==> src/verilog/gdp_pkg.sv <==
// shared constants for the gpio direction and pull-up block
package gdp_pkg;
    // geometry: groups a, b, c, e, f, g, h in index order 0..6
    localparam int GROUPS = 7;
    localparam int PINS = 8;
    localparam int SYNC_STAGES = 3;

    // reset values of the stored fields
    localparam logic [7:0] DIR_RESET = 8'hff;
    localparam logic [7:0] PU_RESET = 8'h00;
    localparam logic [7:0] DATA_RESET = 8'hff;
    localparam logic [7:0] READ_IDLE = 8'h00;

    // implemented pins per group: a and g carry four, the rest eight
    localparam logic [GROUPS-1:0][7:0] IMPL_MASK = {
        8'hff, 8'h0f, 8'hff, 8'hff, 8'hff, 8'hff, 8'h0f
    };

    // special-function addresses of the direction registers
    localparam logic [GROUPS-1:0][7:0] DIR_ADDR = {
        8'hf7, 8'hf2, 8'hef, 8'hee, 8'hec, 8'heb, 8'hea
    };

    // special-function addresses of the port data registers
    localparam logic [GROUPS-1:0][7:0] DATA_ADDR = {
        8'hd8, 8'hc8, 8'hc0, 8'hb0, 8'h90, 8'h80, 8'hf8
    };

    // secondary bus addresses of the pull-up enable registers
    localparam logic [GROUPS-1:0][7:0] PU_ADDR = {
        8'h1e, 8'h1d, 8'h1c, 8'h1b, 8'h19, 8'h18, 8'h17
    };
endpackage

==> src/verilog/gdp_pad_if.sv <==
// per-group pad control signals between the core and the pad logic
interface gdp_pad_if #(
    parameter int WIDTH = 8
);
    logic [WIDTH-1:0] mask;
    logic [WIDTH-1:0] dir;
    logic [WIDTH-1:0] pu;
    logic [WIDTH-1:0] dat;
    logic [WIDTH-1:0] lvl;
    logic [WIDTH-1:0] rbk;
    logic [WIDTH-1:0] pad_out;
    logic [WIDTH-1:0] pad_oe;
    logic [WIDTH-1:0] pad_pu;

    // core side drives settings, reads back pad results
    modport core (
        output mask, dir, pu, dat, lvl,
        input rbk, pad_out, pad_oe, pad_pu
    );

    // pad side turns settings into pad controls and readback
    modport ctrl (
        input mask, dir, pu, dat, lvl,
        output rbk, pad_out, pad_oe, pad_pu
    );
endinterface

==> src/verilog/gdp_pin_sync.sv <==
// three-stage pin synchroniser with agreement filter
module gdp_pin_sync #(
    parameter int WIDTH = 56
) (
    // clock and reset
    input wire logic clk,
    input wire logic arst_n,
    // raw pins and filtered level
    input wire logic [WIDTH-1:0] pin_raw,
    output logic [WIDTH-1:0] level
);
    typedef struct packed {
        logic [WIDTH-1:0] s1;
        logic [WIDTH-1:0] s2;
        logic [WIDTH-1:0] s3;
        logic [WIDTH-1:0] lvl;
    } gdp_sync_s;

    gdp_sync_s r;
    gdp_sync_s next_r;
    logic [WIDTH-1:0] differ;

    // shift chain; level follows only when stages two and three agree
    always_comb begin
        next_r = r;
        differ = r.s2 ^ r.s3;
        next_r.s1 = pin_raw;
        next_r.s2 = r.s1;
        next_r.s3 = r.s2;
        next_r.lvl = (r.s2 & ~differ) | (r.lvl & differ);
    end

    // state register
    always_ff @(posedge clk or negedge arst_n) begin
        if (!arst_n) begin
            r <= '0;
        end else begin
            r <= next_r;
        end
    end

    assign level = r.lvl;
endmodule // gdp_pin_sync

==> src/verilog/gdp_pad_ctrl.sv <==
// pad driver, pull-up and readback logic for one port group
module gdp_pad_ctrl (
    // settings in, pad controls out
    gdp_pad_if.ctrl bus
);
    // direction 0 drives, 1 releases the pad
    always_comb begin
        bus.pad_oe = ~bus.dir & bus.mask;
        bus.pad_out = bus.dat & ~bus.dir & bus.mask;
        bus.pad_pu = bus.pu & bus.mask;
        // input pins show the pin, output pins the latch
        bus.rbk = ((bus.lvl & bus.dir) | (bus.dat & ~bus.dir)) & bus.mask;
    end
endmodule // gdp_pad_ctrl

==> src/verilog/gdp_top.sv <==
// gpio direction and pull-up control for seven port groups
// How it works
// - direction bit 0 makes a pin output, 1 makes it input.
// - after reset every implemented direction bit reads 1, all pins inputs.
// - group a direction uses bits 3..0 only; bits 7..4 unimplemented.
// - group g direction uses bits 3..0; b, c, e, f, h use eight.
// - direction registers sit at ea, eb, ec, ee, ef, f2, f7 special addresses.
// - pull-up bit 1 connects the internal pull-up, 0 leaves it off.
// - after reset every implemented pull-up bit reads 0.
// - pull-up registers of groups a and g use bits 3..0 only.
// - pull-up registers sit on the secondary bus at 17 through 1e.
// - data read gives pin level for inputs, stored value for outputs.
module gdp_top (
    // clock and reset
    input wire logic clk,
    input wire logic arst_n,
    // special-function register port
    input wire logic [7:0] sfr_addr,
    input wire logic sfr_wr,
    input wire logic sfr_rd,
    input wire logic [7:0] sfr_wdata,
    output logic [7:0] sfr_rdata,
    // secondary register bus
    input wire logic [7:0] sec_addr,
    input wire logic sec_wr,
    input wire logic sec_rd,
    input wire logic [7:0] sec_wdata,
    output logic [7:0] sec_rdata,
    // pads, group index 0..6 is a, b, c, e, f, g, h
    input wire logic [gdp_pkg::GROUPS-1:0][gdp_pkg::PINS-1:0] pin_in,
    output logic [gdp_pkg::GROUPS-1:0][gdp_pkg::PINS-1:0] pin_out,
    output logic [gdp_pkg::GROUPS-1:0][gdp_pkg::PINS-1:0] pin_oe,
    output logic [gdp_pkg::GROUPS-1:0][gdp_pkg::PINS-1:0] pin_pullup
);
    typedef logic [gdp_pkg::GROUPS-1:0][gdp_pkg::PINS-1:0] gdp_bank_t;

    typedef struct packed {
        gdp_bank_t dir;
        gdp_bank_t pu;
        gdp_bank_t dat;
        gdp_bank_t pad_out;
        gdp_bank_t pad_oe;
        gdp_bank_t pad_pu;
        logic [7:0] sfr_rdata;
        logic [7:0] sec_rdata;
    } gdp_top_s;

    // all pins inputs, no pull-ups, latches high, pads released
    localparam gdp_top_s RESET_STATE = '{
        dir: {gdp_pkg::GROUPS{gdp_pkg::DIR_RESET}},
        pu: {gdp_pkg::GROUPS{gdp_pkg::PU_RESET}},
        dat: {gdp_pkg::GROUPS{gdp_pkg::DATA_RESET}},
        pad_out: '0,
        pad_oe: '0,
        pad_pu: '0,
        sfr_rdata: gdp_pkg::READ_IDLE,
        sec_rdata: gdp_pkg::READ_IDLE
    };

    gdp_top_s r;
    gdp_top_s next_r;
    gdp_bank_t level;
    gdp_bank_t rbk;
    gdp_bank_t pad_out_nx;
    gdp_bank_t pad_oe_nx;
    gdp_bank_t pad_pu_nx;

    // pin levels enter the clock domain here
    gdp_pin_sync #(
        .WIDTH(gdp_pkg::GROUPS * gdp_pkg::PINS)
    ) u_sync (
        .clk(clk),
        .arst_n(arst_n),
        .pin_raw(pin_in),
        .level(level)
    );

    gdp_pad_if #(.WIDTH(gdp_pkg::PINS)) pad_bus [gdp_pkg::GROUPS] ();

    // one pad controller per group, fed with the next register values
    // so the pads switch on the same edge as the register
    for (genvar g = 0; g < gdp_pkg::GROUPS; g++) begin : g_group
        assign pad_bus[g].mask = gdp_pkg::IMPL_MASK[g];
        assign pad_bus[g].dir = next_r.dir[g];
        assign pad_bus[g].pu = next_r.pu[g];
        assign pad_bus[g].dat = next_r.dat[g];
        assign pad_bus[g].lvl = level[g];
        assign rbk[g] = pad_bus[g].rbk;
        assign pad_out_nx[g] = pad_bus[g].pad_out;
        assign pad_oe_nx[g] = pad_bus[g].pad_oe;
        assign pad_pu_nx[g] = pad_bus[g].pad_pu;

        gdp_pad_ctrl u_pad (
            .bus(pad_bus[g])
        );
    end

    // register writes on both buses
    always_comb begin
        next_r = r;
        for (int g = 0; g < gdp_pkg::GROUPS; g++) begin
            // direction writes keep only the implemented pins
            if (sfr_wr && sfr_addr == gdp_pkg::DIR_ADDR[g]) begin
                next_r.dir[g] = sfr_wdata | ~gdp_pkg::IMPL_MASK[g];
            end
            if (sfr_wr && sfr_addr == gdp_pkg::DATA_ADDR[g]) begin
                next_r.dat[g] = sfr_wdata | ~gdp_pkg::IMPL_MASK[g];
            end
            // pull-ups live on the secondary bus only
            if (sec_wr && sec_addr == gdp_pkg::PU_ADDR[g]) begin
                next_r.pu[g] = sec_wdata & gdp_pkg::IMPL_MASK[g];
            end
        end
    end

    // special-function reads: direction and data, unmapped read as zero
    logic [7:0] sfr_sel;
    always_comb begin
        sfr_sel = gdp_pkg::READ_IDLE;
        for (int g = 0; g < gdp_pkg::GROUPS; g++) begin
            if (sfr_addr == gdp_pkg::DIR_ADDR[g]) begin
                sfr_sel = r.dir[g] & gdp_pkg::IMPL_MASK[g];
            end
            if (sfr_addr == gdp_pkg::DATA_ADDR[g]) begin
                sfr_sel = rbk[g];
            end
        end
    end

    // secondary reads: pull-up enables, unmapped read as zero
    logic [7:0] sec_sel;
    always_comb begin
        sec_sel = gdp_pkg::READ_IDLE;
        for (int g = 0; g < gdp_pkg::GROUPS; g++) begin
            if (sec_addr == gdp_pkg::PU_ADDR[g]) begin
                sec_sel = r.pu[g] & gdp_pkg::IMPL_MASK[g];
            end
        end
    end

    // read data is captured on the strobe and held until the next one;
    // pad copies join here so the pad path never feeds back into next_r
    gdp_top_s next_q;
    always_comb begin
        next_q = next_r;
        next_q.pad_out = pad_out_nx;
        next_q.pad_oe = pad_oe_nx;
        next_q.pad_pu = pad_pu_nx;
        if (sfr_rd) begin
            next_q.sfr_rdata = sfr_sel;
        end
        if (sec_rd) begin
            next_q.sec_rdata = sec_sel;
        end
    end

    // state register; reset leaves every pin an input with no pull-up
    always_ff @(posedge clk or negedge arst_n) begin
        if (!arst_n) begin
            r <= RESET_STATE;
        end else begin
            r <= next_q;
        end
    end

    // outputs straight from flip-flops
    assign sfr_rdata = r.sfr_rdata;
    assign sec_rdata = r.sec_rdata;
    assign pin_out = r.pad_out;
    assign pin_oe = r.pad_oe;
    assign pin_pullup = r.pad_pu;
endmodule // gdp_top

==> config.mk <==
export PLATFORM = sky130hd
export DESIGN_NAME = gdp_top
export DESIGN_NICKNAME = d
export VERILOG_FILES = /design/src/verilog/gdp_pkg.sv /design/src/verilog/gdp_pad_if.sv /design/src/verilog/gdp_pin_sync.sv /design/src/verilog/gdp_pad_ctrl.sv /design/src/verilog/gdp_top.sv
export SDC_FILE = /design/constraint.sdc
export NUM_CORES = 1
export LEC_CHECK = 0
export BUFFER_PORTS_ARGS = -buffer_cell sky130_fd_sc_hd__buf_2
export CORE_MARGIN = 3
export CORE_UTILIZATION = 35
export CTS_CLUSTER_SIZE = 30
export DETAILED_ROUTE_END_ITERATION = 8
export GPL_TIMING_DRIVEN = 0
export HOLD_SLACK_MARGIN = 0.12
export PLACE_DENSITY = 0.66
export SLEW_MARGIN = 20
export SYNTH_ARGS = -nofsm -noshare
export SYNTH_HDL_FRONTEND = slang
export SYNTH_SLANG_ARGS = --single-unit
==> constraint.sdc <==
create_clock -name clk -period 5.8 [get_ports clk]
set_input_delay 0 -clock clk [delete_from_list [all_inputs] [get_ports clk]]
set_output_delay 0 -clock clk [all_outputs]
set_load 0.05 [all_outputs]
# Word-level counts from Yosys, hierarchy flattened
# Cells that the tools add are included.
# totals
reg_bits,496
latchBits,0
ramBits,0
rom_bits,0
inputBits,94
output_inout_bits,184
word_cells,153
memories,0
# op_classes
addsub,0
n_mul,0
n_div,0
magnitude_cmp,0
n_eq_ne,21
n_shift,0
n_mux,37
bitwise,33
reduce_logical,21
# op_table
cell,n
8-bit 2-to-1 mux,32
56-bit bitwise AND,2
"8-bit == test, second input constant",14
8-bit bitwise AND,10
"8-bit by 5-bit == test with 1-bit output, second input constant",7
56-bit NOT,1
56-bit bitwise OR,1
56-bit XOR,1
8-bit NOT,5
8-bit bitwise OR,5
1-bit logical AND,21
4-bit 2-to-1 mux,5
4-bit bitwise AND,4
4-bit NOT,2
4-bit bitwise OR,2

# Depth between registers and ports, before layout
# Gate-level depths: netlist of run 1.
# logic_depth
ltp_word,19
ltp_mapped,10

# Hierarchy
# A second synthesis of run 1 with hierarchy kept.
# unflattened
cells_unflattened,1620
area_unflattened_um2,23040.8
# by_module_without_submodules
module,instances,cells_each,area_per_inst_um2
gdp_top,1,1004,14072.2
gdp_pin_sync,1,336,6656.4
gdp_pad_ctrl,7,40,330.3

# Worst setup path after synthesis of run 1
# No wires, ideal clock.
# synth_timing
path_type,input to register
from,in sfr_addr[4]
to,reg r (netlist bit sfr_rdata[2])
setup_time_ns,0.125
t_arrival_ns,2.120
t_required_ns,5.675
setup_slack_ns,3.555
path_stages,8
path_cell_list,buf_2 -> nand4b_4 -> nor3_2 -> mux2_2 -> nor3b_1 -> a2111o_1 -> o2111a_1 -> a2111oi_0
# synth_via
elab_cells_between_ends,84
classes_between,14 x eq/ne; 28 x mux; 28 x bitwise; 14 x reduce/logical
# synth_lines
element,line,source
"start, declared",gdp_top.sv:18,"input wire logic [7:0] sfr_addr,"
8-bit == test *,gdp_top.sv:103,if (sfr_wr && sfr_addr == gdp_pkg::DIR_ADDR[g]) begin
1-bit logical AND *,gdp_top.sv:103,
8-bit 2-to-1 mux *,gdp_top.sv:103,
net g_group[3].u_pad.bus.dir[2],gdp_pad_if.sv:23,"input mask, dir, pu, dat, lvl,"
8-bit NOT,gdp_pad_ctrl.sv:12,bus.rbk = ((bus.lvl & bus.dir) | (bus.dat & ~bus.dir)) & bus.mask;
8-bit bitwise AND,gdp_pad_ctrl.sv:12,
8-bit bitwise OR *,gdp_pad_ctrl.sv:12,
8-bit 2-to-1 mux *,gdp_top.sv:124,if (sfr_addr == gdp_pkg::DATA_ADDR[g]) begin
8-bit 2-to-1 mux *,gdp_top.sv:121,if (sfr_addr == gdp_pkg::DIR_ADDR[g]) begin
8-bit 2-to-1 mux *,gdp_top.sv:124,
8-bit 2-to-1 mux *,gdp_top.sv:121,
8-bit 2-to-1 mux *,gdp_top.sv:124,
8-bit 2-to-1 mux *,gdp_top.sv:121,
8-bit 2-to-1 mux *,gdp_top.sv:124,
"end signal, assigned",gdp_top.sv:162,r <= next_q;
"end, declared",gdp_top.sv:60,gdp_top_s r;
# The timed path passes the listed nets; every way through them passes the cells marked *.
# A chain may end at the register's enable or synchronous reset.

# Worst setup path in the final report of run 1
# layout_timing
from,in sfr_wr
to,reg r (netlist bit sfr_rdata[5])
# layout_via
elab_chain_cells,16
elab_cells_between_ends,51
classes_between,21 x mux; 20 x bitwise; 10 x reduce/logical
# layout_rtl
element,line,source
"start, declared",gdp_top.sv:19,"input wire logic sfr_wr,"
1-bit logical AND,gdp_top.sv:103,
8-bit 2-to-1 mux,gdp_top.sv:103,
8-bit NOT,gdp_pad_ctrl.sv:12,
8-bit bitwise AND,gdp_pad_ctrl.sv:12,
8-bit bitwise OR,gdp_pad_ctrl.sv:12,
8-bit 2-to-1 mux,gdp_top.sv:124,
8-bit 2-to-1 mux,gdp_top.sv:121,
8-bit 2-to-1 mux,gdp_top.sv:124,
8-bit 2-to-1 mux,gdp_top.sv:121,
8-bit 2-to-1 mux,gdp_top.sv:124,
8-bit 2-to-1 mux,gdp_top.sv:121,
8-bit 2-to-1 mux,gdp_top.sv:124,
8-bit 2-to-1 mux,gdp_top.sv:121,
8-bit 2-to-1 mux,gdp_top.sv:124,
8-bit 2-to-1 mux,gdp_top.sv:121,
8-bit 2-to-1 mux *,gdp_top.sv:124,
# Every way passes the cells marked *; elsewhere a longest branch is shown, timed or not.

==> out/results.tsv, run 1 <==
metric	value	unit
Final nets	1866	
Clk Latency, worst-skew pair	0.60	ns
dpl cell area	20100	um^2
die width	232	um
cell area after synthesis	17800	um^2
status	finished, final reports clean	
Synth Area in Adders	2.70	%
Congestion Overflow GR	0	
final hold vios	0	
FFs w/ async S/R, synth	100	%
fill count	4470	
Hold Crit Class	in2reg	
GP Congestion	0.878	
total wire length	45400	um
Pwr Density	321	nW/um^2
Post-Synth XOR/XNOR Area	0	%
Clock Skew	0.0270	ns
Slew headroom	38.1	%
PortBufs	238	
max-cap violations	0	
Main synth FF type	dfrtp_1	
Starting Density	35.5	%
reg2reg start	r[186]$_DFF_PN1_	
Req. time, crit path	6.32	ns
antenna-violating nets left	0	
Post-synth EDFFs	0	
fraction of the cycle the final worst path needs	59.3	%
Design Area, Final	23100	um^2
vias after detailed routing	11447	
antenna cells	0	
largest vdd supply drop	0.210	mV
CTS resizes	0	
HPWL after DPL	32100	um
DRC	0	
clock root buffer	clkbuf_16	
largest family of logic cells by synthesized area	multiplexers	
reg2reg path depth	7	
CTS tree	done	
Hold WS	0.160	ns
Sequential Area	11300	um^2
post-synthesis mux area share	10.1	%
worst hold start	sec_addr[0]	
Avg Inst Size Synth	13.5	um^2
largest net degree at the start of global routing	103	
Yosys warnings	0	
die area	53600	um^2
Worst setup startpoint	sfr_wr	
Tot Pwr	0.00741	W
largest cells by area after synthesis	dfrtp_1 (49%), dfstp_2 (14%), mux2_2 (8.2%)	
Yosys cell types	68	
simple-gate share of the synthesized area	6.53	%
setup violators final	0	
GRT Overall Usage	17.0	%
Post-CTS Setup Repair Bufs	0	
initial DRC count	536	
Detailed Routing Iterations Pass 1	6	
TNS Setup	0	ns
H-tree levels	2	
unrepaired setup endpoints after global routing	false	
cell accounting for the most synthesized area	dfrtp_1	
wire length per cell	18.3	um
initial antenna violation count	3	
area of the multi-input gates	4780	um^2
area fraction in compound gates after synthesis	6.95	%
Die Y	232	um
Ports	278	
worst hold stages	5	
Synth top area share	49.5	%
vias in the first global route	12173	
Post-Syn Instances	1322	
kind of critical path	in2reg	
crit start category	primary input	
post-synthesis sequential element count	448	
total CTS buffers	47	
upper clock frequency limit	291	MHz
drt via density	4.61	
post-synthesis sequential area ratio	63.6	%
clock sink count	448	
Critical Path Sink Type	flop	
Pleak	10.8	nW
Worst-Margin Slew	0.922	ns
FP Rows	82	
minimum clock period after layout	3.44	ns
Core Box Area	50200	um^2
Worst-path clk slew	0.06	ns
Crit Path Max Fanout	10	
max-slew violation count	0	
fraction of layout cells with a size suffix above 1	41.9	%
Crit path arrival time	3.96	ns
Synth-to-Final Area Change	29.7	%
global-route wire length before repair	70900	um
worst-case clock buffer depth	3	
==> report_power, final <==
group | switching (W) | internal (W)
clock | 0.00128 | 0.00191
sequential | 0.0000992 | 0.00332
combinational | 0.000491 | 0.000303
==> Yosys cell counts (all sizes together) (7+ instances only) <==
library cell and count:
nor2b 21, a211o 9, nand3 13, nor3 22, a221oi 11, dfrtp 352, buf 196, mux2i 32
mux2 131, inv 64, a21oi 31, o21ai 22, dfstp 96, a222oi 7, clkbuf 28, o21a 7
nand2 47, a211oi 13, maj3 48, and2 37, a22oi 10, nor2 25
==> through the flow <==
step           utilization (%)  std cells  setup slack (ns)
3_3_place_gp              39.7       2255             -4.00
4_1_cts                   46.0       2483              2.47
3_5_place_dp              40.0       2260              2.48
2_1_floorplan                -       1345              3.55
5_1_grt                   46.0       2483              2.20
6_report                  46.0       2483              2.36
==> layout make-up <==
type	count	area share [%]
Sequential cell	448	49.0
Multi-Input combinational cell	609	20.7
Timing Repair Buffer	378	11.6
Buffer	224	6.70
Clock buffer	69	6.06
Tap cell	672	3.64
Clock inverter	19	1.18
Inverter	64	1.04
==> per-layer routing <==
| metal | vias to the layer above | share of wire (%) | track usage [%] |
|---|---|---|---|
| li1 | 5291 | - | - |
| met4 | 6 | 2.8 | 5.46 |
| met2 | 372 | 47 | 27.9 |
| met5 | - | 0.079 | 0 |
| met3 | 95 | 7.1 | 4.71 |
| met1 | 5683 | 43 | 21.8 |
==> critical path, cell delays in order <==
cell and delay [ns]:
dlygate4sd3_1 0.53, buf_2 0.24, buf_1 0.59, clkbuf_1 0.55
clkbuf_1 0.50, o311ai_0 0.29, a21oi_1 0.20, a211oi_1 0.07
o311ai_0 0.61, o221ai_1 0.23, a21oi_1 0.16
==> worst paths after layout <==
check | slack [ns] | endpoint
setup / recovery | 2.36 | sfr_rdata[5]$_DFFE_PN0P_
hold / removal | 0.16 | sec_rdata[7]$_DFFE_PN0P_
setup reg to reg | 3.63 | sfr_rdata[2]$_DFFE_PN0P_
hold reg to reg | 0.33 | u_sync.next_r[83]$_DFF_PN0_
max in group asynchronous | 4.20 | r[224]$_DFF_PN1_
min in group asynchronous | 0.61 | r[196]$_DFF_PN1_
==> placed cells by master (no fill, tap or decap), types with 31 or more instances in the layout <==
| cell type | count |
|---|---|
| dfrtp_1 | 352 |
| buf_2 | 245 |
| buf_4 | 184 |
| dlygate4sd3_1 | 134 |
| mux2_2 | 129 |
| dfstp_2 | 96 |
| inv_1 | 64 |
| maj3_1 | 48 |
| clkbuf_16 | 48 |
| nand2_1 | 47 |
| clkbuf_1 | 37 |
| and2_1 | 37 |
| mux2i_1 | 32 |
| a21oi_1 | 31 |
==> cells by family after synthesis <==
kind of cell / count (synthesis)
AO/OA/AOI/OAI: 168
adder cells (fa/ha/maj): 48
buffers and inverters: 288
flip-flops: 448
multiplexers: 163
other: 1
AND/OR/NAND/NOR: 206
==> what timing repair did <==
action | 4_1_cts | 5_1_grt
endpoints found under the setup margin | 0 | 0
hold buffers | 135 | 0
hold endpoints to repair | 471 | 0
Note: power is estimated with default switching activity, not from simulation.
==> run 2, diff against run 1 <==
- PLACE_DENSITY: 0.66 -> 0.68
- clock period: 5.8 -> 3.1 ns (I/O delays scaled with it)
==> run 2 against run 1 <==
Sequential cell count stayed put; global-route usage decreased by 0.13 points; critical path depth is 1 lower; clock-buffer cell count rose by 2; die area is the same; cell area is 0.82% higher; combinational power rose by 87%; power rose by 93%; clock skew decreased by 0.0064 ns; first-iteration DRC count up 38%; critical endpoint is now sfr_rdata[6]$_DFFE_PN0P_; highest routed layer unchanged.
==> out/results.tsv, run 2 (same netlist as run 1, synthesis figures left out) <==
metric	value	unit
Clk Latency, worst-skew pair	0.59	ns
max-slew violation count	0	
fin cells	2491	
worst r2r dst	sfr_rdata[2]$_DFFE_PN0P_	
upper clock frequency limit	345	MHz
setup violators final	0	
die area	53600	um^2
GRT Overall Usage	16.9	%
initial antenna violation count	4	
CTS tree	done	
worst hold stages	3	
global-route wire length before repair	70700	um
initial DRC count	738	
minimum clock period after layout	2.90	ns
vias after detailed routing	11507	
Final nets	1869	
Post-CTS Setup Repair Bufs	0	
Core Box Area	50200	um^2
Req. time, crit path	3.60	ns
Hold Crit Class	in2reg	
HPWL after DPL	32100	um
die width	232	um
reg2reg path depth	7	
status	finished, final reports clean	
total wire length	45300	um
largest vdd supply drop	0.388	mV
met2 WL	21200	um
kind of critical path	in2reg	
unrepaired setup endpoints after global routing	false	
Slew headroom	38.0	%
Pwr Density	614	nW/um^2
GP Congestion	0.875	
clock sink count	448	
max-cap violations	0	
fraction of the cycle the final worst path needs	93.6	%
Worst Hold Endpoint	r[218]$_DFF_PN1_	
antenna-violating nets left	0	
DP Cell Count	2261	
most frequent cells in the layout	dfrtp_1 (352), buf_2 (244), buf_4 (185)	
met3 WL	3390	um
commonest non-fill, non-tap cell in the layout	dfrtp_1	
reg2reg start	r[186]$_DFF_PN1_	
largest net degree at the start of global routing	105	
fill count	4413	
Worst-Margin Slew	0.922	ns
Starting Density	35.5	%
DRC	0	
total CTS buffers	49	
Die Y	232	um
Congestion Overflow GR	0	
Detailed Routing Iterations Pass 1	5	
Crit path arrival time	3.40	ns
Tot Pwr	0.0143	W
Clock Skew	0.0206	ns
wire length per cell	18.2	um
vias in the first global route	12269	
clock root buffer	clkbuf_16	
Ports	278	
Crit Path Max Fanout	10	
crit start category	primary input	
reg-to-reg slack, setup	0.92	ns
drt via density	4.62	
Critical Path Sink Type	flop	
WL met1	19100	um
Worst-path clk slew	0.06	ns
worst-case clock buffer depth	3	
Top Layer Used	met5	
final hold vios	0	
fraction of layout cells with a size suffix above 1	42.1	%
FP Rows	82	
Pleak	10.9	nW
Synth-to-Final Area Change	30.8	%
PortBufs	238	
worst hold start	sfr_wr	
H-tree levels	2	
[run 2: cell count changes in the layout (fill, tap and decap cells not counted), sizes merged]
| cell | change |
|---|---|
| buf | +1 |
| clkinv | -4 |
| clkinvlp | +2 |
| clkbuf | +2 |
| bufinv | +4 |
| diode | +3 |
[run 2: what timing repair did]
| action | in CTS | in global routing |
|---|---|---|
| gates resized for setup | 0 | 3 |
| hold buffers | 135 | 0 |
| setup endpoints to repair | 0 | 4 |
| hold endpoints to repair | 605 | 0 |
[run 2: layer usage]
metal / up-vias / track usage [%]
met5: - / 0
met4: 2 / 6.16
met3: 96 / 4.76
met2: 414 / 27.3
met1: 5685 / 21.6
li1: 5310 / -
[run 2: report_power, final]
group / total, W / switching, W / internal (W)
combinational: 0.00149 / 0.000918 / 0.000570
clock: 0.00640 / 0.00241 / 0.00400
sequential: 0.00640 / 0.000184 / 0.00622
[run 2: worst max path at each step]
stage / from / endpoint / slack [ns] / cells after the start
floorplan: sfr_addr[4] / sfr_rdata[2]$_DFFE_PN0P_ / 0.85 / 8
global placement: arst_n / u_sync.next_r[155]$_DFF_PN0_ / -6.63 / 1
detailed placement: sfr_wr / sfr_rdata[5]$_DFFE_PN0P_ / -0.23 / 10
CTS: sfr_addr[7] / sfr_rdata[1]$_DFFE_PN0P_ / 0.04 / 9
global route: sfr_addr[3] / sfr_rdata[6]$_DFFE_PN0P_ / 0.07 / 10
finish: sfr_addr[3] / sfr_rdata[6]$_DFFE_PN0P_ / 0.20 / 10
[run 2: layout make-up]
cell class                      instances  area (um^2)  area share, %
Clock inverter                         21          374           1.61
Tap cell                              672          841           3.61
Timing Repair Buffer                  379         2710           11.6
Antenna cell                            3         7.51         0.0322
Inverter                               64          240           1.03
Sequential cell                       448        11300           48.6
Buffer                                224         1550           6.65
Multi-Input combinational cell        609         4800           20.6
Clock buffer                           71         1440           6.18
[run 2: through the flow]
step	TNS [ns]	hold WS (ns)	util, %	setup slack, ns	area [um^2]
2_1_floorplan	0	-0.296	-	0.855	17900
3_3_place_gp	-2683.37	0.110	39.7	-6.63	19900
3_5_place_dp	-0.268	-0.123	40.0	-0.231	20100
4_1_cts	0	0.136	46.4	0.0426	23300
5_1_grt	0	0.124	46.4	0.0740	23300
6_report	0	0.152	46.4	0.198	23300
[run 2: critical path: stages]
cell and delay (ns):
dlygate4sd3_1 0.56, buf_2 0.14, buf_2 0.17, nor4_1 0.65, nand3_1 0.64, mux2_2 0.40, nor2b_1 0.26, a21oi_1 0.07
a211o_1 0.35, a21oi_1 0.16
==> run 3, diff against run 2 <==
- BUFFER_PORTS_ARGS: -buffer_cell sky130_fd_sc_hd__buf_2 -> not set
- DONT_BUFFER_PORTS: not set -> 1
- PLACE_DENSITY: 0.68 -> 0.63
==> run 3 against run 2 <==
Highest routed layer is now met4; final cell count down 9.8%; the run now ends with negative hold slack left; first-iteration DRC count down 3.8%; combinational power down 17%; critical path depth unchanged; clock skew down 0.0056 ns; clock power about the same; global-route usage down 0.46 points; worst setup slack worse by 0.11 ns; sequential power about the same.
==> out/results.tsv, run 3 (same netlist as run 1, synthesis figures left out) <==
metric	value	unit
status	finished, violations left	
failing checks	negative hold slack	
Post-CTS Setup Repair Bufs	0	
Die Y	232	um
Sw Pwr	0.00344	W
antenna-violating nets left	0	
die area	53600	um^2
worst path cell trace	dlygate4sd3_1, buf_2, nand2_1, nor3_4, mux2_2, dlygate4sd3_1, inv_1, mux2_2, o2111ai_1, a21oi_1	
PortBufs	0	
Worst-Margin Slew	0.966	ns
die width	232	um
Logic pwr share	8.8	%
CTS tree	done	
max-slew violation count	0	
unrepaired setup endpoints after global routing	false	
Critical Path Sink Type	flop	
final hold vios	448	
Sequential Area	11300	um^2
Final nets	1630	
sw frac	24.5	%
commonest non-fill, non-tap cell in the layout	dfrtp_1	
global-route wire length before repair	68000	um
clock root buffer	clkbuf_16	
Core Box Area	50200	um^2
Slew headroom	35.1	%
HPWL after DPL	30200	um
met3 Track Usage GR	3.93	%
initial DRC count	710	
M1 GR Usage	21.5	%
sequential power share	45.6	%
largest vdd supply drop	0.399	mV
GP Congestion	0.888	
Synth-to-Final Area Change	23.4	%
Crit path arrival time	3.47	ns
Req. time, crit path	3.55	ns
FP Rows	82	
largest net degree at the start of global routing	449	
M2 GR Usage	26.5	%
area of the multi-input gates	4800	um^2
initial antenna violation count	0	
internal power	0.0106	W
Hold WS	-0.890	ns
crit start category	primary input	
vias after detailed routing	10684	
kind of critical path	in2reg	
upper clock frequency limit	332	MHz
clock sink count	448	
drt via density	4.75	
Congestion Overflow GR	0	
GRT Overall Usage	16.4	%
vias in the first global route	11282	
Worst-path clk slew	0.06	ns
worst-case clock buffer depth	3	
Starting Density	35.5	%
setup violators final	0	
fraction of the cycle the final worst path needs	97.3	%
total wire length	44500	um
Ports	278	
slowest stage delay, CP	0.62	ns
busiest grt layer	met2	
share of total power in the clock network	45.6	%
max-cap violations	0	
Pleak	9.81	nW
wire length per cell	19.8	um
CP max-delay cell	dlygate4sd3_1	
dpl cell area	18700	um^2
DRC	0	
antenna cells	0	
minimum clock period after layout	3.02	ns
Clk Latency, worst-skew pair	0.59	ns
fill count	4507	
Clock Skew	0.0150	ns
Hold Crit Class	in2async	
fraction of layout cells with a size suffix above 1	33.3	%
Detailed Routing Iterations Pass 1	5	
H-tree levels	2	
Crit Path Max Fanout	10	
Pwr Density	640	nW/um^2
Design Area, Final	22000	um^2
total CTS buffers	49	
most frequent cells in the layout	dfrtp_1 (352), buf_4 (184), dlygate4sd3_1 (138)	
run 3: changes by cell type in the layout (fill, tap and decap cells not counted), moves of 3 or more:
| cell | delta |
|---|---|
| buf_16 | -5 |
| clkinvlp_4 | +3 |
| buf_2 | -237 |
| clkinv_2 | +5 |
| dlygate4sd3_1 | +4 |
| diode_2 | -3 |
| clkbuf_1 | -6 |
| clkbuf_8 | -4 |
run 3: repair_timing:
item	CTS	global route
hold endpoints to repair	699	454
setup endpoints to repair	0	6
hold buffers	138	1
gates resized for setup	0	5
run 3: worst paths after layout:
check	end	start	depth (start not counted)	slack (ns)
worst max-delay path	sfr_rdata[7]$_DFFE_PN0P_	sfr_addr[3]	10	0.08
worst min-delay path	u_sync.next_r[127]$_DFF_PN0_	arst_n	0	-0.89
worst max register to register	sfr_rdata[2]$_DFFE_PN0P_	r[314]$_DFF_PN1_	7	0.79
worst min register to register	u_sync.next_r[91]$_DFF_PN0_	u_sync.next_r[147]$_DFF_PN0_	0	0.34
max in group asynchronous	sfr_rdata[0]$_DFFE_PN0P_	arst_n	0	3.35
min in group clk	sfr_rdata[6]$_DFFE_PN0P_	sfr_addr[7]	4	0.15
run 3: metrics by stage:
| step | cells | power, W | worst slack [ns] | utilization [%] | TNS, ns |
|---|---|---|---|---|---|
| floorplan | 1345 | 0.00737 | 0.855 | - | 0 |
| finish | 2248 | 0.0141 | 0.0836 | 43.8 | 0 |
| detailed placement | 2018 | 0.00757 | -0.231 | 37.4 | -0.420 |
| global placement | 2017 | 0.00755 | -0.388 | 37.3 | -1.95 |
| global route | 2248 | 0.0146 | 0.00557 | 43.8 | 0 |
| CTS | 2247 | 0.0142 | 0.0168 | 43.7 | 0 |
run 3: power by group through the flow:
stage | clock (W) | sequential, W | combinational [W]
3_3_place_gp | 0 | 0.00650 | 0.00106
2_1_floorplan | 0 | 0.00642 | 0.000947
4_1_cts | 0.00660 | 0.00641 | 0.00123
5_1_grt | 0.00683 | 0.00644 | 0.00131
6_report | 0.00641 | 0.00641 | 0.00123
3_5_place_dp | 0 | 0.00650 | 0.00107
run 3: final cells by class:
type | count | share of cell area [%]
Tap cell | 672 | 3.83
Clock inverter | 31 | 2.11
Inverter | 64 | 1.09
Clock buffer | 60 | 6.09
Multi-Input combinational cell | 609 | 21.9
Buffer | 224 | 7.06
Timing Repair Buffer | 140 | 6.37
Sequential cell | 448 | 51.6
run 3: worst max-delay path: cells and delay by family:
| kind | cells | cell delay (ns) |
|---|---|---|
| simple gates | 2 | 0.74 |
| mux | 2 | 0.74 |
| compound gates | 2 | 0.43 |
| buf+inv | 4 | 1.54 |
run 3: routing by layer:
layer | vias up | part of all wire (%)
li1 | 4810 | -
met1 | 5365 | 43
met3 | 91 | 7.1
met4 | 0 | 3.0
met2 | 418 | 47
met5 | - | 0
